File: src/pkg/itp_defines.vh
// Purpose: constants for the prescaled interval timer
// Assumes: 4-bit register offset, 8-bit data bus
// Notes:   definitions only
`ifndef ITP_DEFINES_VH
`define ITP_DEFINES_VH
`define ITP_ADDR_W        4
`define ITP_DATA_W        8
`define ITP_TIMER_LO      4'h4
`define ITP_TIMER_HI      4'hf
`define ITP_STATUS_ADDR   4'h0
`define ITP_IRQ_BIT       7
`define ITP_SEL_LSB       0
`define ITP_SEL_MSB       1
`define ITP_SEL_DIV1      2'h0
`define ITP_SEL_DIV8      2'h1
`define ITP_SEL_DIV64     2'h2
`define ITP_SEL_DIV1024   2'h3
`define ITP_DIV1          11'h001
`define ITP_DIV8          11'h008
`define ITP_DIV64         11'h040
`define ITP_DIV1024       11'h400
`define ITP_PRE_W         11
`define ITP_CNT_RESET     8'hff
`endif

File: src/itp_prescaler.v
// Purpose: prescale divider giving a one-cycle enable pulse
// Assumes: period loaded on restart, at least 1
// Notes:   restart aligns the first pulse to the new period
`timescale 1ns/10ps
`include "itp_defines.vh"
module itp_prescaler #(
  parameter PRE_W = `ITP_PRE_W
) (
  input  wire             clk,      // block clock
  input  wire             rst,      // synchronous reset
  input  wire             restart,  // reload period and restart
  input  wire [PRE_W-1:0] period,   // cycles per tick
  output reg              tick      // one-cycle enable
);
  reg [PRE_W-1:0] remain;
  reg [PRE_W-1:0] held;

  always @(posedge clk) begin
    if (rst) begin
      remain <= {PRE_W{1'b0}};
      held   <= {{(PRE_W-1){1'b0}}, 1'b1};
      tick   <= 1'b0;
    end else if (restart) begin
      held   <= period;
      remain <= period - {{(PRE_W-1){1'b0}}, 1'b1};
      tick   <= 1'b0;
    end else if (remain == {PRE_W{1'b0}}) begin
      remain <= held - {{(PRE_W-1){1'b0}}, 1'b1};
      tick   <= 1'b1;
    end else begin
      remain <= remain - {{(PRE_W-1){1'b0}}, 1'b1};
      tick   <= 1'b0;
    end
  end
endmodule

File: src/itp_timer.v
// Purpose: prescaled interval timer behind an 8-bit processor port
// Assumes: one clock, processor strobes synchronous to REF_CLK
// Notes:   status read at offset 0, timer at offsets 4 to f
`timescale 1ns/10ps
`include "itp_defines.vh"
// Overview of operation
// - offsets four through fifteen all reach timer
// - write address selects the prescale division
// - written byte plus one is number of counting states
// - after zero, decrement every clock cycle
// - expiry sets status bit seven
// - counter read clears status bit seven
// - post-zero value reads as two's complement
module itp_timer #(
  parameter PRE_W = `ITP_PRE_W
) (
  input  wire                    REF_CLK,   // 250 MHz clock
  input  wire                    RESET,     // synchronous, active high
  input  wire                    CS,        // timer block select
  input  wire                    WR,        // write strobe, one cycle
  input  wire                    RD,        // read strobe, one cycle
  input  wire [`ITP_ADDR_W-1:0]  ADDR,      // register offset
  input  wire [`ITP_DATA_W-1:0]  WDATA,     // write data
  output reg  [`ITP_DATA_W-1:0]  RDATA,     // read data, valid after RD
  output reg                     RVALID,    // read data valid pulse
  output reg                     IRQ        // timer interrupt flag
);
  reg  [`ITP_DATA_W-1:0] count;
  reg                    expired;
  reg  [PRE_W-1:0]       period;
  reg                    restart;
  wire                   tick;
  wire                   is_timer;
  wire                   wr_timer;
  wire                   rd_timer;
  wire                   rd_status;
  wire                   step;
  wire [`ITP_DATA_W-1:0] next_count;

  function [PRE_W-1:0] sel_period;
    input [1:0] sel;
    begin
      case (sel)
        `ITP_SEL_DIV1:  sel_period = `ITP_DIV1;
        `ITP_SEL_DIV8:  sel_period = `ITP_DIV8;
        `ITP_SEL_DIV64: sel_period = `ITP_DIV64;
        default:        sel_period = `ITP_DIV1024;
      endcase
    end
  endfunction

  // any offset from 4 to f decodes as the timer
  assign is_timer  = CS && (ADDR >= `ITP_TIMER_LO)
                        && (ADDR <= `ITP_TIMER_HI);
  assign wr_timer  = is_timer && WR;
  assign rd_timer  = is_timer && RD;
  assign rd_status = CS && RD && (ADDR == `ITP_STATUS_ADDR);
  // once expired the prescale no longer applies
  assign step       = expired ? 1'b1 : tick;
  assign next_count = count - {{(`ITP_DATA_W-1){1'b0}}, 1'b1};

  itp_prescaler #(
    .PRE_W   (PRE_W)
  ) u_pre (
    .clk     (REF_CLK),
    .rst     (RESET),
    .restart (restart),
    .period  (period),
    .tick    (tick)
  );

  always @(posedge REF_CLK) begin
    if (RESET) begin
      count   <= `ITP_CNT_RESET;
      expired <= 1'b0;
      period  <= `ITP_DIV1;
      restart <= 1'b0;
      IRQ     <= 1'b0;
      RDATA   <= {`ITP_DATA_W{1'b0}};
      RVALID  <= 1'b0;
    end else begin
      restart <= wr_timer;
      RVALID  <= rd_timer || rd_status;
      if (wr_timer) begin
        count   <= WDATA;
        period  <= sel_period(ADDR[`ITP_SEL_MSB:`ITP_SEL_LSB]);
        expired <= 1'b0;
      end else if (restart) begin
        // hold one cycle while the divider reloads
        count <= count;
      end else if (step) begin
        count <= next_count;
        // zero reached: switch to single-cycle rate
        if (count == {`ITP_DATA_W{1'b0}} && !expired)
          expired <= 1'b1;
      end
      // set wins over a read clear in the same cycle; a timer write blocks the set
      if (step && !restart && !wr_timer && !expired &&
          count == {`ITP_DATA_W{1'b0}})
        IRQ <= 1'b1;
      else if (rd_timer || wr_timer)
        IRQ <= 1'b0;
      if (rd_timer)
        RDATA <= count;
      else if (rd_status)
        RDATA <= {IRQ, {(`ITP_DATA_W-1){1'b0}}};
    end
  end
endmodule

File: config.mk
export PLATFORM = sky130hd
export DESIGN_NAME = itp_timer
export DESIGN_NICKNAME = d
export VERILOG_FILES = /design/src/itp_prescaler.v /design/src/itp_timer.v
export VERILOG_INCLUDE_DIRS = /design/src /design/src/pkg
export SDC_FILE = /design/constraint.sdc
export NUM_CORES = 1
export LEC_CHECK = 0
export ABC_AREA = 0
export BUFFER_PORTS_ARGS = -buffer_cell sky130_fd_sc_hd__buf_2
export CAP_MARGIN = 20
export CORE_MARGIN = 4
export CORE_UTILIZATION = 50
export DETAILED_ROUTE_END_ITERATION = 7
export PLACE_DENSITY = 0.86
export SYNTH_ARGS = -nofsm -noshare
export SYNTH_HDL_FRONTEND = slang
export SYNTH_SLANG_ARGS = --single-unit
File: constraint.sdc
create_clock -name REF_CLK -period 2.4 [get_ports REF_CLK]
set_clock_uncertainty 0.1 [all_clocks]
set_input_delay 0.24 -clock REF_CLK [delete_from_list [all_inputs] [get_ports REF_CLK]]
set_output_delay 0.24 -clock REF_CLK [all_outputs]
set_load 0.05 [all_outputs]
==> impl_results.md, run 1 <==
* CTS buffer count at 5
* Least-Margin Pin Slew at 0.734 ns
* Post-Syn Area at 1880 µm²
* Number of synthesized flops with an enable pin at 0
* Clock latency on the worst-skew pair at 0.31 ns
* Min-delay src: WDATA[1]
* Post-CTS Setup Inserts at 0
* Slowest CP cell: or4_4
* Clk slew on worst S/H paths at 0.08 ns
* Worst EP required at 2.52 ns
* Placer's final routability congestion estimate at 0.863
* Die Wd at 69.3 µm
* Synth Warn # at 0
* Area occupied by multi-input gates at 1020 µm²
* Maximum clock path buffer count at 2
* Worst Path Max Fanout at 5
* Util after Layout at 0.635
* H-tree levels at 2
* Worst min path class: in2reg
* DR vias at 1751
* Post-synth top flop: dfxtp_1
* RR Startpoint: u_pre.remain[8]
* Ratio of cells with drive above 1 in the final layout at 0.238
* Final setup viols at 0
* Yosys top cell area share at 0.427
* Synth unique cells at 48
* DRC at 0
* Max Fclk at 431 MHz
* Sequential element share of the synthesized area at 0.427
* Pre-antenna DRT Iters at 4
* IO buf count at 26
* DRT antenna net count at 0
* Worst vdd ir at 0.587 mV
* Min Tclk post-route at 2.32 ns
* Vias per cell at 5.80
* Synth Instances at 225
* Hold Crit Depth at 2
* Storage cell area at 801 µm²
* Die ar. at 4800 µm²
* Hold Path End: count[1]
* PwrDens at 976 nW/µm²
* Top layer in use: met4
* Vias in the first global route at 1652
* CTS tree: built
* # rows at 21
* Rel. slew slack at 0.511
* Met1 wire length at 2.01 mm
* Starting DRT DRC Count at 136
* Leakage at 0.897 nW
* Routed WL at 4.44 mm
* Largest net degree at the start of global routing at 44
* Most frequent cell after synthesis: dfxtp_1
* CP Cell Sequence: or4_4 -> or3_4 -> o21a_1 -> ha_2 -> nand2_2 -> nor2_2 -> and4b_1 -> o32ai_1
* Fillers at 298
* Post-synth net total at 244
* Crit-path max cell delay at 0.56 ns
* Crit. End Element: flip-flop
* Area grow syn2layout at 17.4%
* Met2 routed WL at 2.08 mm
* Core Region at 3470 µm²
* Max cap viols at 0
* DR WL/cell at 14.7 µm
* Async SR Flop Fraction at 0
* CP Launch Type: flip-flop
* Remaining global-route overflow at 0
* Synth area leaders: dfxtp_1, nor2_1, a21oi_1
* Outcome: complete, no violations
* Top post-synthesis cells by count: dfxtp_1, nor2_1, a21oi_1
* FF-to-FF End: u_pre.remain[8]
* Synth Register Bits at 40
* # IOs at 27
* Final Max Slew Viols at 0
* Final Net Count at 274
* # diodes at 0
* Setup Crit Path Kind: reg2reg
* Sink Count at 40
* First-pass GRT wire length at 7.39 mm
* Critical Path AT at 2.44 ns
* Die Y at 69.3 µm
* Syn avg cell area at 8.34 µm²
* Initial antenna violation count at 0
* Final hold viol count at 0
* Post-DP HPWL at 3.07 mm
* GRT Util Overall at 0.185
* Starting Density at 0.541
* CP bufs+invs at 0
* Worst R2R Path Depth at 8
* Setup TNS at 0 ns
* Crit share post-route at 0.968
* Root Driver: clkbuf_8
* Delay-heaviest family, CP: simple AND/OR/NAND/NOR gates
* Flop-to-flop setup slack at 0.08 ns
* Met3 WL post-DR at 272 µm
* Synth area leader: dfxtp_1
-- cells in the final DEF, fill, tap and decap left out, types with 3 or more instances in the layout --
master,Yosys,routed
a21oi_1,18,18
a22oi_1,7,7
buf_2,1,26
buf_4,0,7
clkbuf_8,0,5
dfxtp_1,40,40
inv_1,5,5
nand2_1,17,16
nand2b_1,3,3
nand3_1,4,4
nor2_1,38,37
nor3_1,9,9
nor3b_1,3,3
nor4_1,10,10
o21ai_0,6,6
o21bai_1,3,3
or2_2,7,7
or3_1,4,3
xnor2_1,4,4
xor2_1,5,5
-- report_power, final --
part           switching, W  internal, W
Clock              0.000255     0.000313
Sequential        0.0000678     0.000753
Combinational      0.000416     0.000345
-- layout make-up --
cell class | count | share of cell area
multi-input combinational | 169 | 0.465
sequential | 40 | 0.363
timing repair buffer | 33 | 0.0829
clock buffer | 5 | 0.0312
tap | 46 | 0.0261
clock inverter | 3 | 0.0216
inverter | 6 | 0.0102
-- flip-flops by register name (all words and copies together) (netlist names) --
signal	count
RDATA	8
u_pre.remain	11
count	8
RVALID	1
u_pre.tick	1
period	4
restart	1
u_pre.held	4
expired	1
IRQ	1
-- logic make-up (layout without fill, tap and decap cells) --
group / count (synthesis) / in the layout / share of synthesized area
muxes: 4 / 4 / 0.0247
DFF: 40 / 40 / 0.427
buffers and inverters: 16 / 47 / 0.0367
xor gates and xnor gates: 9 / 9 / 0.0420
and+or+nand+nor: 103 / 103 / 0.273
adders and majority gates: 2 / 2 / 0.0133
AOI/OAI and AO/OA: 51 / 51 / 0.183
-- worst reg2reg max path, stage by stage (launching register included) --
cell and delay [ns]:
dfxtp_1 0.32, or4_4 0.56, or3_4 0.39, o21a_1 0.21, ha_2 0.19, nand2_2 0.08
nor2_2 0.06, and4b_1 0.23, o32ai_1 0.10
-- timing repair --
item | 4_1_cts | 5_1_grt
endpoints found under the setup margin | 0 | 2
hold buffers | 0 | 0
gates resized for setup | 0 | 5
-- worst max path at each step --
| stage | start | end | cells past startpoint |
|---|---|---|---|
| 2_1_floorplan | u_pre.remain[8] | u_pre.remain[10] | 9 |
| 3_3_place_gp | u_pre.remain[8] | u_pre.remain[10] | 8 |
| 3_5_place_dp | u_pre.remain[9] | u_pre.remain[10] | 8 |
| 4_1_cts | u_pre.remain[9] | u_pre.remain[10] | 8 |
| 5_1_grt | u_pre.remain[8] | u_pre.remain[8] | 8 |
| 6_report | u_pre.remain[8] | u_pre.remain[8] | 8 |
-- per-stage QoR --
step	cell area (µm²)	setup slack [ns]	hold slack (ns)	total power [W]	cells
finish	2200	0.0776	0.0456	0.00215	302
global route	2200	-0.00554	0.0556	0.00227	302
CTS	2190	0.0335	0.0458	0.00211	302
detailed placement	2070	0.0462	0.355	0.00154	294
global placement	2070	0.0954	0.347	0.00152	294
floorplan	1880	0.00184	0.258	0.00138	225
-- routing by layer --
layer,up-vias,track usage
li1,862,-
met1,830,0.240
met2,49,0.284
met3,10,0.0406
met4,0,0.102
met5,-,0
(Power assumes the default switching activity.)
==> inputs of run 2 (changes only) <==
--- a/config.mk
+++ b/config.mk
@@ -10,9 +10,10 @@
 export BUFFER_PORTS_ARGS = -buffer_cell sky130_fd_sc_hd__buf_2
 export CAP_MARGIN = 20
 export CORE_MARGIN = 4
-export CORE_UTILIZATION = 50
+export CORE_UTILIZATION = 60
+export CTS_BUF_LIST = sky130_fd_sc_hd__clkbuf_8 sky130_fd_sc_hd__clkbuf_16
 export DETAILED_ROUTE_END_ITERATION = 7
-export PLACE_DENSITY = 0.86
+export PLACE_DENSITY = 0.95
 export SYNTH_ARGS = -nofsm -noshare
 export SYNTH_HDL_FRONTEND = slang
 export SYNTH_SLANG_ARGS = --single-unit
==> constraint.sdc (replaced) <==
create_clock -name REF_CLK -period 2.95 [get_ports REF_CLK]
set_clock_uncertainty 0.1 [all_clocks]
set_input_delay 0.295 -clock REF_CLK [delete_from_list [all_inputs] [get_ports REF_CLK]]
set_output_delay 0.295 -clock REF_CLK [all_outputs]
set_load 0.05 [all_outputs]
==> run 2 against run 1 <==
  * Clock-buffer cell count unchanged
  * Cell count down 2.0%
  * Maximum frequency down 12%
  * Die area down 15%
==> impl_results.md, run 2 (synthesis gave the netlist of run 1 again) <==
* Outcome: complete, no violations (unchanged)
* Worst vdd ir at 0.549 mV (was 0.587 mV)
* # diodes at 0 (unchanged)
* Largest registers: u_pre.remain (11), RDATA (8), count (8) (unchanged)
* Hold buffers post-CTS at 0 (unchanged)
* Worst EP required at 3.06 ns (was 2.52 ns)
* Leakage at 0.876 nW (was 0.897 nW)
* Die Y at 63.9 µm (was 69.3 µm)
* Most frequent cells in the layout: dfxtp_1, nor2_1, buf_2 (unchanged)
* Clk slew on worst S/H paths at 0.08 ns (about the same)
* Critical Path AT at 2.75 ns (was 2.44 ns)
* Sink Count at 40 (unchanged)
* Final setup viols at 0 (unchanged)
* Die Wd at 63.9 µm (was 69.3 µm)
* PwrDens at 786 nW/µm² (was 976 nW/µm²)
* Commonest non-fill, non-tap cell in the layout: dfxtp_1 (unchanged)
* Placer's final routability congestion estimate at 0.847 (was 0.863)
* Dpl cell area at 2040 µm² (was 2070 µm²)
* Final hold viol count at 0 (unchanged)
* Final Max Slew Viols at 0 (unchanged)
* Fin worst setup slack at 0.306 ns (was 0.0776 ns)
* RR Startpoint: u_pre.remain[7] (was u_pre.remain[8])
* RSZ-0062 raised after global routing: false
* Max cap viols at 0 (unchanged)
* CTS tree: built (unchanged)
* Crit. End Element: flip-flop (unchanged)
* DRC at 0 (unchanged)
* IO buf count at 26 (unchanged)
* DR WL/cell at 14.2 µm (was 14.7 µm)
* Ratio of cells with drive above 1 in the final layout at 0.206 (was 0.238)
* Rel. slew slack at 0.518 (was 0.511)
* Worst Path Max Fanout at 8 (was 5)
* GRT Util Overall at 0.223 (was 0.185)
* Core Region at 3030 µm² (was 3470 µm²)
* Starting DRT DRC Count at 143 (was 136)
* Vias in the first global route at 1679 (was 1652)
* Hold Crit Depth at 2 (unchanged)
* PostCTS Resize Cnt at 0 (unchanged)
* Setup Crit Path Kind: reg2reg (unchanged)
* H-tree levels at 2 (unchanged)
* Worst R2R Path Depth at 8 (unchanged)
* # IOs at 27 (unchanged)
* Max Fclk at 378 MHz (was 431 MHz)
* Die ar. at 4090 µm² (was 4800 µm²)
* DRT antenna net count at 0 (unchanged)
* Routed WL at 4.20 mm (was 4.44 mm)
* Clock latency on the worst-skew pair at 0.30 ns (was 0.31 ns)
* DR vias at 1752 (was 1751)
* Flop-to-flop setup slack at 0.31 ns (was 0.08 ns)
* Least-Margin Pin Slew at 0.722 ns (was 0.734 ns)
* Max reg flops at 11 (unchanged)
* Min Tclk post-route at 2.64 ns (was 2.32 ns)
* CP Launch Type: flip-flop (unchanged)
* Fillers at 215 (was 298)
* Crit share post-route at 0.896 (was 0.968)
* Vias per cell at 5.92 (was 5.80)
* Pre-CTS WS at 0.357 ns (was 0.0462 ns)
* Setup TNS at 0 ns (unchanged)
* Worst min path class: in2reg (unchanged)
* Area grow syn2layout at 14.8% (was 17.4%)
* First-pass GRT wire length at 7.31 mm (was 7.39 mm)
* FF-to-FF End: u_pre.remain[8] (unchanged)
* Util after Layout at 0.712 (was 0.635)
* Largest net degree at the start of global routing at 44 (unchanged)
* Post-DP HPWL at 2.80 mm (was 3.07 mm)
* Final Net Count at 270 (was 274)
* Post-CTS Setup Inserts at 0 (unchanged)
* # rows at 20 (was 21)
* Pre-antenna DRT Iters at 5 (was 4)
* Root Driver: clkbuf_8 (unchanged)
* Min-delay src: WDATA[1] (unchanged)
* Remaining global-route overflow at 0 (unchanged)
* Initial antenna violation count at 0 (unchanged)
* Hold Path End: count[1] (unchanged)
* Starting Density at 0.620 (was 0.541)
* Maximum clock path buffer count at 2 (unchanged)
* Largest Register: u_pre.remain (unchanged)
* Finished Cell Area at 2150 µm² (was 2200 µm²)
* CTS buffer count at 5 (unchanged)
## run 2: cell type report
class | instances | area (µm²) | area share
multi-input cells | 169 | 1010 | 0.467
flip-flops and latches | 40 | 801 | 0.372
repair buffers | 29 | 153 | 0.0708
clock buffers | 5 | 68.8 | 0.0319
well taps | 44 | 55.1 | 0.0256
clock inverters | 3 | 47.5 | 0.0221
inverters | 6 | 22.5 | 0.0105
## run 2: how the worst max path moves through the flow
stage | start | end | slack (ns)
finish | u_pre.remain[7] | u_pre.remain[8] | 0.31
global route | u_pre.remain[7] | u_pre.remain[8] | 0.16
CTS | u_pre.remain[7] | u_pre.remain[8] | 0.33
detailed placement | u_pre.remain[8] | u_pre.remain[8] | 0.36
global placement | u_pre.remain[7] | u_pre.remain[10] | 0.45
floorplan | u_pre.remain[8] | u_pre.remain[10] | 0.55
## run 2: per-stage QoR
stage	power, W	std cells	hold slack [ns]
floorplan	0.00113	225	0.313
global placement	0.00120	288	0.343
detailed placement	0.00122	288	0.352
CTS	0.00169	296	0.0976
global route	0.00179	296	0.103
finish	0.00169	296	0.0983
## run 2: power breakdown
| part | internal (W) | total [W] | leakage [nW] | switching, W |
|---|---|---|---|---|
| Combinational | 0.000237 | 0.000548 | 0.490 | 0.000311 |
| Sequential | 0.000613 | 0.000688 | 0.328 | 0.0000751 |
| Clock | 0.000255 | 0.000457 | 0.0583 | 0.000203 |
## run 2: critical path, cell delays in order (launching register included)
cell     delay (ns)
dfxtp_1        0.39
or4_4          0.55
or3_1          0.49
o21a_1         0.25
ha_1           0.21
nand2_1        0.11
nor2_1         0.09
and4b_1        0.24
o32ai_1        0.13
## run 2: metal layers
layer / global-route usage / vias to the layer above / wire length, µm
met5: 0 / - / 0
met4: 0.108 / 0 / 84
met3: 0.0685 / 17 / 371
met2: 0.338 / 92 / 1930
met1: 0.285 / 792 / 1820
li1: - / 851 / -
